`src/include/mft_pkg.sv`:
```
// constants, modes and state carriers of the multi-function timer control block
package mft_pkg;

    // ------------------------------------------------------------
    // register byte offsets
    // ------------------------------------------------------------
    localparam logic [7:0] MFT_OFS_FLAG_ENABLE = 8'h00;
    localparam logic [7:0] MFT_OFS_MODE_SETUP = 8'h04;
    localparam logic [7:0] MFT_OFS_FIRST_CMP = 8'h08;
    localparam logic [7:0] MFT_OFS_SECOND_CMP = 8'h0C;
    localparam logic [7:0] MFT_OFS_CAPTURE = 8'h10;
    localparam logic [7:0] MFT_OFS_COUNTER = 8'h14;
    localparam logic [7:0] MFT_OFS_IRQ_STATUS = 8'h18;
    localparam logic [7:0] MFT_OFS_IRQ_MASK = 8'h1C;

    // ------------------------------------------------------------
    // flag and enable register fields
    // ------------------------------------------------------------
    localparam int MFT_A_CAP2_FLAG = 7;
    localparam int MFT_A_CAP1_FLAG = 6;
    localparam int MFT_A_CAP_IE = 5;
    localparam int MFT_A_MATCH2_FLAG = 4;
    localparam int MFT_A_MATCH1_FLAG = 3;
    localparam int MFT_A_MATCH_IE = 2;
    localparam int MFT_A_WRAP_FLAG = 1;
    localparam int MFT_A_WRAP_IE = 0;
    localparam logic [7:0] MFT_A_STICKY = 8'hDA;

    // ------------------------------------------------------------
    // mode setup register fields
    // ------------------------------------------------------------
    localparam int MFT_B_RT_WRAP_FLAG = 7;
    localparam int MFT_B_CAP_EDGE = 6;
    localparam int MFT_B_EVENT_EDGE = 5;
    localparam int MFT_B_DIV_LSB = 2;
    localparam int MFT_B_DIV_MSB = 4;
    localparam logic [7:0] MFT_B_STICKY = 8'h80;

    // ------------------------------------------------------------
    // interrupt status bit positions
    // ------------------------------------------------------------
    localparam int MFT_ST_WRAP = 0;
    localparam int MFT_ST_MATCH1 = 1;
    localparam int MFT_ST_MATCH2 = 2;
    localparam int MFT_ST_CAP1 = 3;
    localparam int MFT_ST_CAP2 = 4;
    localparam int MFT_ST_RT_WRAP = 5;
    localparam int MFT_ST_W = 6;

    // ------------------------------------------------------------
    // values after reset and counter limits
    // ------------------------------------------------------------
    localparam logic [7:0] MFT_RST_REG8 = 8'h00;
    localparam logic [15:0] MFT_RST_REG16 = 16'h0000;
    localparam logic [15:0] MFT_CNT_MAX = 16'hFFFF;
    localparam logic [6:0] MFT_RST_PRESCALE = 7'h00;
    localparam int MFT_PINS = 3;
    localparam int MFT_PIN_CAP1 = 0;
    localparam int MFT_PIN_CAP2 = 1;
    localparam int MFT_PIN_EVENT = 2;

    typedef enum logic [1:0] {
        MFT_MODE_SW_TIMER = 2'h0,
        MFT_MODE_PWM = 2'h1,
        MFT_MODE_CAP_CMP = 2'h2,
        MFT_MODE_EXT_EVENT = 2'h3
    } mft_mode_t;

    // ------------------------------------------------------------
    // state carriers
    // ------------------------------------------------------------
    typedef struct packed {
        logic [MFT_PINS-1:0] stg1;
        logic [MFT_PINS-1:0] stg2;
        logic [MFT_PINS-1:0] stg3;
        logic [MFT_PINS-1:0] lvl;
        logic [MFT_PINS-1:0] prv;
    } mft_sync_state_t;

    typedef struct packed {
        logic [7:0] flag_enable;
        logic [7:0] mode_setup;
        logic [15:0] first_cmp;
        logic [15:0] second_cmp;
        logic [15:0] capture;
        logic [15:0] count;
        logic second_active;
        logic out_lvl;
        logic [MFT_ST_W-1:0] status;
        logic [MFT_ST_W-1:0] mask;
        logic wr_pend;
        logic [7:0] wr_addr;
        logic [31:0] rdata;
    } mft_state_t;

endpackage : mft_pkg

```
`src/verilog/mft_pin_sync.sv`:
```
// three-stage synchronisers with edge pulses for the timer input pins
`timescale 1ns/1ps
`default_nettype none
module mft_pin_sync import mft_pkg::*; (
    input wire logic hclk,
    input wire logic hresetn,
    input wire logic [MFT_PINS-1:0] pins_in,
    output logic [MFT_PINS-1:0] rise,
    output logic [MFT_PINS-1:0] fall
);

    mft_sync_state_t q;
    mft_sync_state_t d;

    // ------------------------------------------------------------
    // next state
    // ------------------------------------------------------------
    // stage 1 feeds stage 2 only; the level moves once 2 and 3 agree
    always_comb begin
        d = q;
        d.stg1 = pins_in;
        d.stg2 = q.stg1;
        d.stg3 = q.stg2;
        d.prv = q.lvl;
        for (int i = 0; i < MFT_PINS; i++) begin
            if (q.stg2[i] == q.stg3[i]) begin
                d.lvl[i] = q.stg3[i];
            end
        end
    end

    // state register
    always_ff @(posedge hclk or negedge hresetn) begin
        if (!hresetn) begin
            q <= '0;
        end else begin
            q <= d;
        end
    end

    // one-cycle pulses, both terms from flops
    assign rise = q.lvl & ~q.prv;
    assign fall = ~q.lvl & q.prv;

endmodule : mft_pin_sync
`default_nettype wire

```
`src/verilog/mft_prescaler.sv`:
```
// power-of-two divider making the timer tick from the system clock
`timescale 1ns/1ps
`default_nettype none
module mft_prescaler import mft_pkg::*; (
    input wire logic hclk,
    input wire logic hresetn,
    input wire logic [2:0] div_sel,
    output logic tick
);

    logic [6:0] q;
    logic [6:0] d;
    logic [6:0] low_mask;

    // ------------------------------------------------------------
    // free-running count; tick when the selected low bits are all ones
    // ------------------------------------------------------------
    // a change of divider may give one short first period, no more
    always_comb begin
        d = q + 7'h01;
        low_mask = 7'(8'hFF >> (4'h8 - {1'b0, div_sel}));
    end

    // state register
    always_ff @(posedge hclk or negedge hresetn) begin
        if (!hresetn) begin
            q <= MFT_RST_PRESCALE;
        end else begin
            q <= d;
        end
    end

    assign tick = ((q & low_mask) == low_mask);

endmodule : mft_prescaler
`default_nettype wire

```
`src/verilog/mft_timer_ctrl.sv`:
```
// control, status and counter logic of the first multi-function timer
//
// Summary of operation
// second capture input sets sticky flag bit 7
// first capture input sets sticky flag bit 6
// bit 5 enables capture interrupts
// match on second compare sets flag 4
// match on first compare sets flag 3
// bit 2 enables match interrupts
// counter wrap FFFF to 0000 sets flag 1
// bit 0 enables wrap interrupts
// real-time counter wrap sets mode bit 7
// mode bit 6 picks capture edge
// mode bit 5 picks event clock edge
// mode bits 4..2 divide clock by 2^n
// mode bits 1..0 pick operating mode
// counter resets to zero, counts up per tick
// pwm alternates compares, restarts, toggles output
// capture mode free runs, captures, toggles output
// event mode counts external edges like pwm
// timer request while any enabled flag set; capture flags count only in capture/compare mode
// writing zero clears flag; set wins
`timescale 1ns/1ps
`default_nettype none
module mft_timer_ctrl import mft_pkg::*; (
    input wire logic hclk,
    input wire logic hresetn,
    input wire logic hsel,
    input wire logic [31:0] haddr,
    input wire logic [1:0] htrans,
    input wire logic hwrite,
    input wire logic [2:0] hsize,
    input wire logic [31:0] hwdata,
    input wire logic hready,
    output logic hreadyout,
    output logic hresp,
    output logic [31:0] hrdata,
    input wire logic first_capture_pin,
    input wire logic second_capture_pin,
    input wire logic event_clock_pin,
    input wire logic rt_counter_wrap,
    output logic compare_output_pin,
    output logic timer_irq,
    output logic irq
);

    mft_state_t q;
    mft_state_t d;
    logic [MFT_PINS-1:0] pin_rise;
    logic [MFT_PINS-1:0] pin_fall;
    logic pre_tick;
    logic tick;
    logic cap1_edge;
    logic cap2_edge;
    logic event_edge;
    logic bus_take;
    mft_mode_t mode;

    // ------------------------------------------------------------
    // pin synchronisers and clock divider
    // ------------------------------------------------------------
    mft_pin_sync u_sync (
        .hclk(hclk),
        .hresetn(hresetn),
        .pins_in({event_clock_pin, second_capture_pin, first_capture_pin}),
        .rise(pin_rise),
        .fall(pin_fall)
    );

    mft_prescaler u_prescale (
        .hclk(hclk),
        .hresetn(hresetn),
        .div_sel(q.mode_setup[MFT_B_DIV_MSB:MFT_B_DIV_LSB]),
        .tick(pre_tick)
    );

    // ------------------------------------------------------------
    // edge selection and tick source
    // ------------------------------------------------------------
    // one polarity bit serves both capture inputs
    assign cap1_edge = q.mode_setup[MFT_B_CAP_EDGE] ? pin_rise[MFT_PIN_CAP1]
                                                    : pin_fall[MFT_PIN_CAP1];
    assign cap2_edge = q.mode_setup[MFT_B_CAP_EDGE] ? pin_rise[MFT_PIN_CAP2]
                                                    : pin_fall[MFT_PIN_CAP2];
    assign event_edge = q.mode_setup[MFT_B_EVENT_EDGE] ? pin_rise[MFT_PIN_EVENT]
                                                       : pin_fall[MFT_PIN_EVENT];
    assign mode = mft_mode_t'(q.mode_setup[1:0]);
    assign tick = (mode == MFT_MODE_EXT_EVENT) ? event_edge : pre_tick;

    // address phase accepted when selected, non-idle and bus ready
    assign bus_take = hsel & hready & htrans[1];

    // ------------------------------------------------------------
    // read multiplexer
    // ------------------------------------------------------------
    function automatic logic [31:0] read_word(input mft_state_t s, input logic [7:0] a);
        logic [31:0] r;
        r = 32'h0000_0000;
        unique case (a)
            MFT_OFS_FLAG_ENABLE: r = {24'h00_0000, s.flag_enable};
            MFT_OFS_MODE_SETUP: r = {24'h00_0000, s.mode_setup};
            MFT_OFS_FIRST_CMP: r = {16'h0000, s.first_cmp};
            MFT_OFS_SECOND_CMP: r = {16'h0000, s.second_cmp};
            MFT_OFS_CAPTURE: r = {16'h0000, s.capture};
            MFT_OFS_COUNTER: r = {16'h0000, s.count};
            MFT_OFS_IRQ_STATUS: r = {26'h000_0000, s.status};
            MFT_OFS_IRQ_MASK: r = {26'h000_0000, s.mask};
            default: r = 32'h0000_0000;
        endcase
        return r;
    endfunction : read_word

    // ------------------------------------------------------------
    // next state
    // ------------------------------------------------------------
    // software effects first, hardware events last so a set always wins
    always_comb begin : next_state
        logic ev_wrap;
        logic ev_m1;
        logic ev_m2;
        logic ev_c1;
        logic ev_c2;
        logic [15:0] active_cmp;
        ev_wrap = 1'b0;
        ev_m1 = 1'b0;
        ev_m2 = 1'b0;
        ev_c1 = 1'b0;
        ev_c2 = 1'b0;
        active_cmp = q.second_active ? q.second_cmp : q.first_cmp;
        d = q;

        // address phase: latch writes, fetch read data into a flop
        d.wr_pend = bus_take & hwrite;
        d.wr_addr = haddr[7:0];
        if (bus_take && !hwrite) begin
            d.rdata = read_word(q, haddr[7:0]);
            if (haddr[7:0] == MFT_OFS_IRQ_STATUS) begin
                d.status = '0; // read clears
            end
        end

        // data phase of a write
        if (q.wr_pend) begin
            unique case (q.wr_addr)
                MFT_OFS_FLAG_ENABLE: begin
                    // sticky bits only lose a one, never gain it
                    d.flag_enable = (hwdata[7:0] & ~MFT_A_STICKY)
                                  | (hwdata[7:0] & q.flag_enable & MFT_A_STICKY);
                end
                MFT_OFS_MODE_SETUP: begin
                    d.mode_setup = (hwdata[7:0] & ~MFT_B_STICKY)
                                 | (hwdata[7:0] & q.mode_setup & MFT_B_STICKY);
                    d.second_active = 1'b0; // a new mode starts on the first compare
                end
                MFT_OFS_FIRST_CMP: d.first_cmp = hwdata[15:0];
                MFT_OFS_SECOND_CMP: d.second_cmp = hwdata[15:0];
                MFT_OFS_IRQ_MASK: d.mask = hwdata[MFT_ST_W-1:0];
                default: begin
                    // read-only or unmapped: write ignored
                end
            endcase
        end

        // counter
        if (tick) begin
            if (mode == MFT_MODE_CAP_CMP) begin
                d.count = q.count + 16'h0001;
                ev_wrap = (q.count == MFT_CNT_MAX);
                if (q.count == q.first_cmp) begin
                    ev_m1 = 1'b1;
                    d.out_lvl = ~q.out_lvl;
                end
            end else if (q.count == active_cmp) begin
                // restart and swap compare source
                d.count = MFT_RST_REG16;
                d.second_active = ~q.second_active;
                ev_m1 = ~q.second_active;
                ev_m2 = q.second_active;
                if (mode != MFT_MODE_SW_TIMER) begin
                    d.out_lvl = ~q.out_lvl;
                end
            end else begin
                d.count = q.count + 16'h0001;
                ev_wrap = (q.count == MFT_CNT_MAX);
            end
        end

        // captures only act in capture/compare mode
        if (mode == MFT_MODE_CAP_CMP) begin
            ev_c1 = cap1_edge;
            ev_c2 = cap2_edge;
            if (cap1_edge) begin
                d.capture = q.count;
            end
            if (cap2_edge) begin
                d.second_cmp = q.count;
            end
        end

        // sticky flags, set over any same-cycle clear
        if (ev_c2) begin
            d.flag_enable[MFT_A_CAP2_FLAG] = 1'b1;
        end
        if (ev_c1) begin
            d.flag_enable[MFT_A_CAP1_FLAG] = 1'b1;
        end
        if (ev_m2) begin
            d.flag_enable[MFT_A_MATCH2_FLAG] = 1'b1;
        end
        if (ev_m1) begin
            d.flag_enable[MFT_A_MATCH1_FLAG] = 1'b1;
        end
        if (ev_wrap) begin
            d.flag_enable[MFT_A_WRAP_FLAG] = 1'b1;
        end
        if (rt_counter_wrap) begin
            d.mode_setup[MFT_B_RT_WRAP_FLAG] = 1'b1;
        end

        // event status, also set over a clearing read
        if (ev_wrap) begin
            d.status[MFT_ST_WRAP] = 1'b1;
        end
        if (ev_m1) begin
            d.status[MFT_ST_MATCH1] = 1'b1;
        end
        if (ev_m2) begin
            d.status[MFT_ST_MATCH2] = 1'b1;
        end
        if (ev_c1) begin
            d.status[MFT_ST_CAP1] = 1'b1;
        end
        if (ev_c2) begin
            d.status[MFT_ST_CAP2] = 1'b1;
        end
        if (rt_counter_wrap) begin
            d.status[MFT_ST_RT_WRAP] = 1'b1;
        end
    end

    // ------------------------------------------------------------
    // state register
    // ------------------------------------------------------------
    always_ff @(posedge hclk or negedge hresetn) begin
        if (!hresetn) begin
            q <= '0;
        end else begin
            q <= d;
        end
    end

    // ------------------------------------------------------------
    // outputs
    // ------------------------------------------------------------
    // zero wait states, always OKAY
    assign hreadyout = 1'b1;
    assign hresp = 1'b0;
    assign hrdata = q.rdata;
    assign compare_output_pin = q.out_lvl;

    // capture requests only count in capture/compare mode
    assign timer_irq = ((q.flag_enable[MFT_A_CAP2_FLAG] | q.flag_enable[MFT_A_CAP1_FLAG])
                        & q.flag_enable[MFT_A_CAP_IE] & (mode == MFT_MODE_CAP_CMP))
                     | ((q.flag_enable[MFT_A_MATCH2_FLAG] | q.flag_enable[MFT_A_MATCH1_FLAG])
                        & q.flag_enable[MFT_A_MATCH_IE])
                     | (q.flag_enable[MFT_A_WRAP_FLAG] & q.flag_enable[MFT_A_WRAP_IE]);

    assign irq = |(q.status & q.mask);

endmodule : mft_timer_ctrl
`default_nettype wire

```
`config.mk`:
```
export PLATFORM = sky130hd
export DESIGN_NAME = mft_timer_ctrl
export DESIGN_NICKNAME = d
export VERILOG_FILES = /design/src/include/mft_pkg.sv /design/src/verilog/mft_pin_sync.sv /design/src/verilog/mft_prescaler.sv /design/src/verilog/mft_timer_ctrl.sv
export SDC_FILE = /design/constraint.sdc
export NUM_CORES = 1
export LEC_CHECK = 0
export BUFFER_PORTS_ARGS = -buffer_cell sky130_fd_sc_hd__clkbuf_2
export CAP_MARGIN = 20
export CORE_MARGIN = 2
export CORE_UTILIZATION = 35
export DETAILED_ROUTE_END_ITERATION = 16
export PLACE_DENSITY = 0.59
export REMOVE_ABC_BUFFERS = 1
export SYNTH_ARGS = -nofsm -noshare
export SYNTH_HDL_FRONTEND = slang
export SYNTH_SLANG_ARGS = --single-unit
```
`constraint.sdc`:
```
create_clock -name hclk -period 5.9 [get_ports hclk]
set_input_delay 0.885 -clock hclk [delete_from_list [all_inputs] [get_ports hclk]]
set_output_delay 0.885 -clock hclk [all_outputs]
set_load 0.005 [all_outputs]
```
[Word-level counts from Yosys, hierarchy flattened]
Cells that the tools add are included.
Operators by class
  equality and inequality tests: 21
  shift operators: 1
  reduce and logical (&&, ||, !) cells: 50
  bitwise operators: 23
  muxes and demuxes: 50
  add/subtract/negate cells: 3
Operator list (count)
  16-bit one-hot mux with 8 select lines: 1
  16-bit two-way mux: 7
  2-bit nonzero test: 27
  48-bit two-way mux: 1
  8-bit by 5-bit equality test with 1-bit output, second input constant: 5
  1-bit two-way mux: 34
  2-bit AND reduction: 17
  16-bit equality test: 2
  8-bit by 4-bit equality test with 1-bit output, second input constant: 4
  32-bit two-way mux: 1
  16-bit by 1-bit adder with 16-bit output, second input constant: 1
  8-bit bitwise AND: 2
  16-bit equality test, second input constant: 1
  8-bit by 3-bit equality test with 1-bit output, second input constant: 2
  8-bit logical NOT: 2
  8-bit two-way mux: 2
  6-bit two-way mux: 2
  6-bit by 8-bit OR with 8-bit output: 1
  7-bit by 8-bit OR with 8-bit output: 1
  8-bit by 4-bit >> shifter with 7-bit output, first input constant: 1
  7-bit by 1-bit adder with 7-bit output, second input constant: 1
  1-bit bitwise AND: 7
  7-bit bitwise AND: 1
  7-bit equality test: 1
  14 further kinds: 24
Word-level totals
  flip-flop bits (word level): 157
  bits of input ports: 78
  logic and storage cells: 180

[Longest topological paths before layout]
Gate-level depths: netlist of run 1.
  word-level depth: 8
  gate-level depth with buffers: 10
  depth with buffers taken out: 8

[Hierarchy]
A second synthesis of run 1 with hierarchy kept.
Second synthesis, totals
  cell total of the unflattened synthesis: 656
  area, all modules: 7229.4 sq um
Modules (own cells, without submodules)
  mft_timer_ctrl: times used 1, cells an instance 603, seq. area each 2977.9 sq um, area each 6443.7 sq um
  mft_pin_sync: times used 1, cells an instance 24, seq. area each 375.4 sq um, area each 450.4 sq um
  mft_prescaler: times used 1, cells an instance 29, seq. area each 175.2 sq um, area each 335.3 sq um

[Least setup slack after synthesis of run 1]
OpenSTA, ideal clock, no wires.
  path type: input -> register
  from: input haddr[5]
  to: register q (netlist bit hrdata[0])
  stages on the path: 7
  path buffers: 1
  arrival: 2453 ps
  setup time: 64 ps
  slack: 3382 ps
  data required time: 5836 ps
  path through: nor3_1 nand2b_1 nor2_1 clkbuf_1 a32oi_1 a31oi_1 a21o_1
Between the ends
  word-level cells in the longest chain between the ends: 2
RTL lines
  start: declaration: line mft_timer_ctrl.sv:29  | input wire logic [31:0] haddr,
  8-bit by 5-bit equality test with 1-bit output (tied with other cells): line mft_timer_ctrl.sv:99  | unique case (a)
  16-bit one-hot mux with 8 select lines (*): line mft_timer_ctrl.sv:99
  end signal: assignment: line mft_timer_ctrl.sv:246  | q <= '0;
  end signal: assignment: line mft_timer_ctrl.sv:248  | q <= d;
  end: declaration: line mft_timer_ctrl.sv:47  | mft_state_t q;
Mark *: on every way between the ends. The rest lies on a longest branch, timed or not.
A chain may end at the register's enable or synchronous reset.

[Final worst setup path of run 1]
  from: input haddr[2]
  to: register q (netlist bit hrdata[7])
Same word-level chain as after synthesis.

==> flow_summary.yaml, run 1 <==
sta:
  worst_pin_slew_ps: 1060
  hold_slack_ps: 347
  relSlewSlack_pct: 29.0
  finClkSkew_ps: 6.86
  hold_viol: 0
  finalSetupViolations: 0
  finalWorstPathRequiredPeriod_ps: 3040
  finalCritPeriodShare_pct: 51.6
  tns_ps: 0
  fmax_mhz: 329
  rsz0062_at_grt: "no"
  drv_slew: 0
floorplanning:
  core_um2: 20200
  die_w_um: 147
  ios: 115
  start_util_pct: 35.5
  rows: 52
  dieArea_um2: 21600
  dieHeight_um: 147
place:
  gp_congestion: 0.873
  io_buffers: 52
  place_inst: 954
  placed_cell_area_um2: 7420
  dp_hpwl_um: 12300
drt:
  detail-route-antenna-nets: 0
  vias_per_cell: 5.29
  routedWlPerCell_um: 18.3
  wl_um: 18100
  vias: 5215
  drc_errors: 0
  dr.first_iter.drc_count: 511
  drtPass1Iterations: 5
global_routing:
  grt_pass1_vias: 5130
  antenna_found_initial: 0
  overflow: 0
  track_usage_pct: 17.6
  grt_max_degree: 100
  grt_pass1_wl_um: 29200
clock_network:
  clk_pin_slew_ps: 60
  clock_latency_ps: 430
  clock_sinks: 141
  h-tree-depth: 4
  holdBufCountCts: 0
  cts-buffers-inserted: 17
  cts_tree: "done"
  clockBufferDepth: 2
  cts_setup_buffers: 0
  cts_resized: 0
  cts-root-buf: "clkbuf_16"
cells_and_area:
  final_nets: 785
  stdcell_count: 986
  mostFrequentLayoutCell: "dfrtp_1"
  diodes: 0
  drive_above_1_share_pct: 20.8
  syn_to_final_growth_pct: 13.3
  most-common-layout-cells: "dfrtp_1 (141), nand2_1 (84), clkbuf_2 (51)"
  final_cell_area_um2: 8100
worst_setup_path:
  arrival_ps: 3410
  critPathMaxFanout: 13
  cp_cell_sequence: "clkbuf_2 > nor4b_2 > and3_1 > a222oi_1 > a21oi_1 > a21o_1"
  max_stage_delay_ps: 910
  worstSetupPathType: "in2reg"
  path_delay_family: "simple AND/OR/NAND/NOR gates"
  critical_path_required_ps: 6260
  cp-start-kind: "input port"
  endpoint_kind: "flip-flop"
  slowest_stage: "nor4b_2"
  path_buf_inv: 1
run_status:
  outcome: "finished, final reports clean"
synth:
  yosys.area.top_type: "dfrtp_1"
  postSynthCellCount: 689
  syn-cell-area_um2: 7160
  ys_seq_elements: 141
  yosys.cell_types.count: 58
  synth-edff-count: 0
  yosysWarnings: 0
  synthArstFlopShare_pct: 100
  ys.flop_type: "dfrtp_1"
  synthTopCellsByArea: "dfrtp_1 (49%), mux2_2 (7.7%), xnor2_1 (5.3%)"
  synth_top_area_share_pct: 49.3
  ys_seq_area_share_pct: 49.3
  synth.avg_cell_area_um2: 10.4
job:
  drv_cap: 0
pwr:
  total_power_mw: 2.71
  max-vdd-ir-drop_mv: 0.263
  powerDensity_nw_per_um2: 335
  power.leakage_nw: 3.48
min_path:
  hold_path_class: "reg2reg"
cell type report:
class	count	area [um^2]
clock buffers	22	474
repair buffers	60	327
multi-input cells	472	3190
well taps	270	338
flip-flops and latches	141	3530
fillers	1999	12100
inverters	11	41.3
clock inverters	10	208
registers in the layout, summed over array words and instances, names as in the netlist:
register,flops
q,100
hrdata,16
u_sync.d,9
u_prescale.q,7
u_sync.q,6
mode,2
compare_output_pin,1
where the power goes:
| part | switching [mW] | internal (mW) |
|---|---|---|
| Combinational | 0.150 | 0.137 |
| Clock | 0.415 | 0.828 |
| Sequential | 0.118 | 1.07 |
| Total | 0.683 | 2.03 |
layer usage:
layer	vias up	global-route usage, %	part of all wire, %
met5	-	0	0
met4	0	7.12	2.5
met3	31	3.88	5.9
met2	171	28.0	47
met1	2590	23.4	45
li1	2423	-	-
per-stage QoR:
step           setup slack [ps]  util, %
2_1_floorplan              3230        -
3_3_place_gp               2510     36.8
6_report                   2860     40.2
5_1_grt                    2740     40.2
3_5_place_dp               2520     36.8
4_1_cts                    2870     40.2
logic make-up after synthesis:
logic type / count (synthesis) / share of synthesized area, %
mux: 68 / 10.4
simple gates: 208 / 14.2
flops: 141 / 49.3
compound gates: 122 / 11.8
other cells: 2 / 0.105
buf+inv: 92 / 7.13
xor+xnor: 49 / 6.00
fa+ha+maj: 7 / 1.12
synth_stat cells (8+ instances only):
cell type  instances
buf_4             35
inv_1             11
mux2i_1           19
o211ai_1           8
mux2_2            49
a31oi_1           20
buf_2              8
a22oi_1            9
o21ai_0           34
nand3_1           14
nand2_1           84
nor2_1            46
nor4_1            11
dfrtp_1          141
a22o_1            12
xnor2_1           43
nand4_1            8
clkbuf_1          33
a222oi_1          10
final timing paths:
path	start	end	slack (ps)	cells after the start
setup reg to reg	q[54]	compare_output_pin	2870	6
hold / removal	u_sync.d[11]	u_sync.d[8]	350	0
max in group asynchronous	hresetn	q[92]	4210	2
min in group asynchronous	hresetn	u_sync.d[11]	560	1
hold reg to reg	u_sync.d[11]	u_sync.d[8]	350	0
setup / recovery	haddr[2]	hrdata[7]	2860	6
(Power assumes the default switching activity.)
==> run 2, diff against run 1 <==
--- a/config.mk
+++ b/config.mk
@@ -5,12 +5,13 @@
 export SDC_FILE = /design/constraint.sdc
 export NUM_CORES = 1
 export LEC_CHECK = 0
+export ABC_AREA = 1
 export BUFFER_PORTS_ARGS = -buffer_cell sky130_fd_sc_hd__clkbuf_2
 export CAP_MARGIN = 20
 export CORE_MARGIN = 2
 export CORE_UTILIZATION = 35
 export DETAILED_ROUTE_END_ITERATION = 16
-export PLACE_DENSITY = 0.59
+export PLACE_DENSITY = 0.58
 export REMOVE_ABC_BUFFERS = 1
 export SYNTH_ARGS = -nofsm -noshare
 export SYNTH_HDL_FRONTEND = slang
==> constraint.sdc (replaced) <==
create_clock -name hclk -period 2.9 [get_ports hclk]
set_input_delay 0.435 -clock hclk [delete_from_list [all_inputs] [get_ports hclk]]
set_output_delay 0.435 -clock hclk [all_outputs]
set_load 0.005 [all_outputs]
==> run 2 against run 1 <==
The flow now finishes with violations (negative hold slack). Synthesized cell count rose by 50%. Global-route usage rose by 2.2 points. Sequential share of layout area fell by 2.4 points. Sequential power rose by 85%. Register-to-register slack got worse by 2300 ps. Clock-buffer cell count fell by 1. First-iteration DRC count rose by 6.8%. Largest cell class unchanged.
==> flow_summary.yaml, run 2 <==
sta:
  finalCritPeriodShare_pct: 79.9
  fmax_mhz: 432
  tns_ps: 0
  finalSetupViolations: 0
  drv_slew: 0
  relSlewSlack_pct: 59.8
  finalWorstPathRequiredPeriod_ps: 2320
  finClkSkew_ps: 6.81
  rsz0062_at_grt: "no"
  hold_slack_ps: -12.0
  hold_viol: 14
  worst_pin_slew_ps: 603
drt:
  routedWlPerCell_um: 15.6
  vias: 6687
  detail-route-antenna-nets: 0
  drtPass1Iterations: 5
  wl_um: 21200
  dr.first_iter.drc_count: 546
  drc_errors: 0
  vias_per_cell: 4.92
synth:
  yosysWarnings: 0
  ys_seq_area_share_pct: 46.4
  ys.flop_type: "dfrtp_1"
  synthTopCellsByArea: "dfrtp_1 (46%), nand2_1 (19%), o21ai_0 (6.3%)"
  post-synth-top-count-cell: "nand2_1"
  synth_top_area_share_pct: 46.4
  yosys.area.top_type: "dfrtp_1"
  synth_common_cells: "nand2_1 (379), dfrtp_1 (141), inv_1 (104)"
  yosys.cell_types.count: 34
  synth.avg_cell_area_um2: 7.35
  synthArstFlopShare_pct: 100
  ys_seq_elements: 141
  synth-edff-count: 0
  syn-cell-area_um2: 7600
  postSynthCellCount: 1033
floorplanning:
  dieArea_um2: 22900
  ios: 115
  die_w_um: 151
  dieHeight_um: 151
  core_um2: 21200
  start_util_pct: 35.9
  rows: 53
clock_network:
  clk_pin_slew_ps: 60
  cts_setup_buffers: 0
  cts-root-buf: "clkbuf_16"
  h-tree-depth: 4
  clockBufferDepth: 2
  clock_latency_ps: 430
  cts_resized: 0
  cts-buffers-inserted: 17
  cts_tree: "done"
  holdBufCountCts: 0
  clock_sinks: 141
pwr:
  clock_power_share_pct: 44.8
  power.leakage_nw: 4.48
  intPower_mw: 3.56
  p_sw_mw: 1.33
  swShare_pct: 27.2
  p_comb_share_pct: 10.8
  sequentialPowerShare_pct: 44.4
  total_power_mw: 4.90
  max-vdd-ir-drop_mv: 0.425
  powerDensity_nw_per_um2: 571
place:
  gp_congestion: 0.895
  place_inst: 1329
  io_buffers: 52
  dp_hpwl_um: 15200
cells_and_area:
  regMostFlops: "q"
  final_nets: 1155
  stdcell_count: 1360
  diodes: 0
  syn_to_final_growth_pct: 12.9
  most-common-layout-cells: "nand2_1 (379), dfrtp_1 (141), inv_1 (104)"
  largest_reg_flops: 100
  mostFrequentLayoutCell: "nand2_1"
  drive_above_1_share_pct: 10.3
run_status:
  outcome: "finished with violations"
  violations: "negative hold slack"
global_routing:
  grt_pass1_vias: 6362
  grt_pass1_wl_um: 34400
  overflow: 0
  antenna_found_initial: 0
  grt_max_degree: 65
  track_usage_pct: 19.7
worst_setup_path:
  worstSetupPathType: "reg2reg"
  critical_path_required_ps: 3200
  arrival_ps: 2620
  endpoint_kind: "flip-flop"
  critPathMaxFanout: 29
  cp-start-kind: "flip-flop"
job:
  drv_cap: 0
min_path:
  hold_path_class: "in2async"
run 2: cell types whose count changed after synthesis, moves of 31 or more:
cell     previous run  this run
nand3_1            14        66
xnor2_1            43         4
o21ai_0            34        96
nand2_1            84       379
inv_1              11       104
nor2_1             46        77
mux2_2             49         1
run 2: power by group through the flow:
stage / sequential, mW / clock (mW) / combinational (mW)
after global placement: 2.20 / 0 / 0.519
after floorplan: 2.18 / 0 / 0.326
after detailed placement: 2.21 / 0 / 0.525
after global routing: 2.19 / 2.32 / 0.623
after CTS: 2.17 / 2.23 / 0.529
final: 2.18 / 2.19 / 0.528
run 2: cell type report:
class                           instances  area, um^2
Clock buffer                           21         470
Fill cell                            2170       12600
Tap cell                              275         344
Inverter                              111         417
Multi-Input combinational cell        734        3310
Clock inverter                         10         114
Timing Repair Buffer                   68         387
Sequential cell                       141        3530
run 2: metrics by stage:
| step | worst slack, ps | hold WS (ps) | instance area [um^2] | util [%] |
|---|---|---|---|---|
| final | 584 | -12.0 | 8570 | 40.5 |
| after global routing | 395 | 33.5 | 8570 | 40.5 |
| after CTS | 586 | 13.9 | 8570 | 40.5 |
| after detailed placement | 540 | 338 | 7990 | 37.8 |
| after global placement | 600 | 334 | 7990 | 37.8 |
| after floorplan | 709 | 139 | 7260 | - |
run 2: cells by family after synthesis:
family                     after synthesis  synth area share [%]
muxes                                    1                 0.148
AOI/OAI and AO/OA                      153                  11.4
and+or+nand+nor                        546                  29.1
xor gates and xnor gates                 9                  1.04
buffers and inverters                  174                  10.7
adders and majority gates                7                  1.05
other                                    2                0.0989
DFF                                    141                  46.4
run 2: routing by layer:
metal | part of all wire [%] | global-route usage, % | vias to the layer above
met2 | 45 | 30.8 | 207
met1 | 46 | 27.3 | 3124
met3 | 6.4 | 4.01 | 26
li1 | - | - | 3330
met4 | 1.9 | 6.87 | 0
met5 | 0 | 0 | -
run 2: final timing paths:
check	start	end	slack [ps]	depth (start not counted)
hold reg to reg	u_sync.d[10]	u_sync.d[7]	350	0
setup reg to reg	q[54]	q[63]	580	12
max in group asynchronous	hresetn	q[116]	2150	2
hold / removal	hresetn	u_sync.d[9]	-10	1
min in group hclk	first_capture_pin	u_sync.d[9]	110	1
setup / recovery	q[54]	q[63]	580	12
run 2: critical path, stage by stage, from the launching register on:
cell and delay, ps:
dfrtp_1 380, inv_2 430, nand2_1 190, nand2_1 120, nand2_1 50, nand2_1 70, nand2_1 70, nor2_1 80
nand2_1 70, nor2_2 190, nand3_2 180, inv_2 250, nor2_1 80
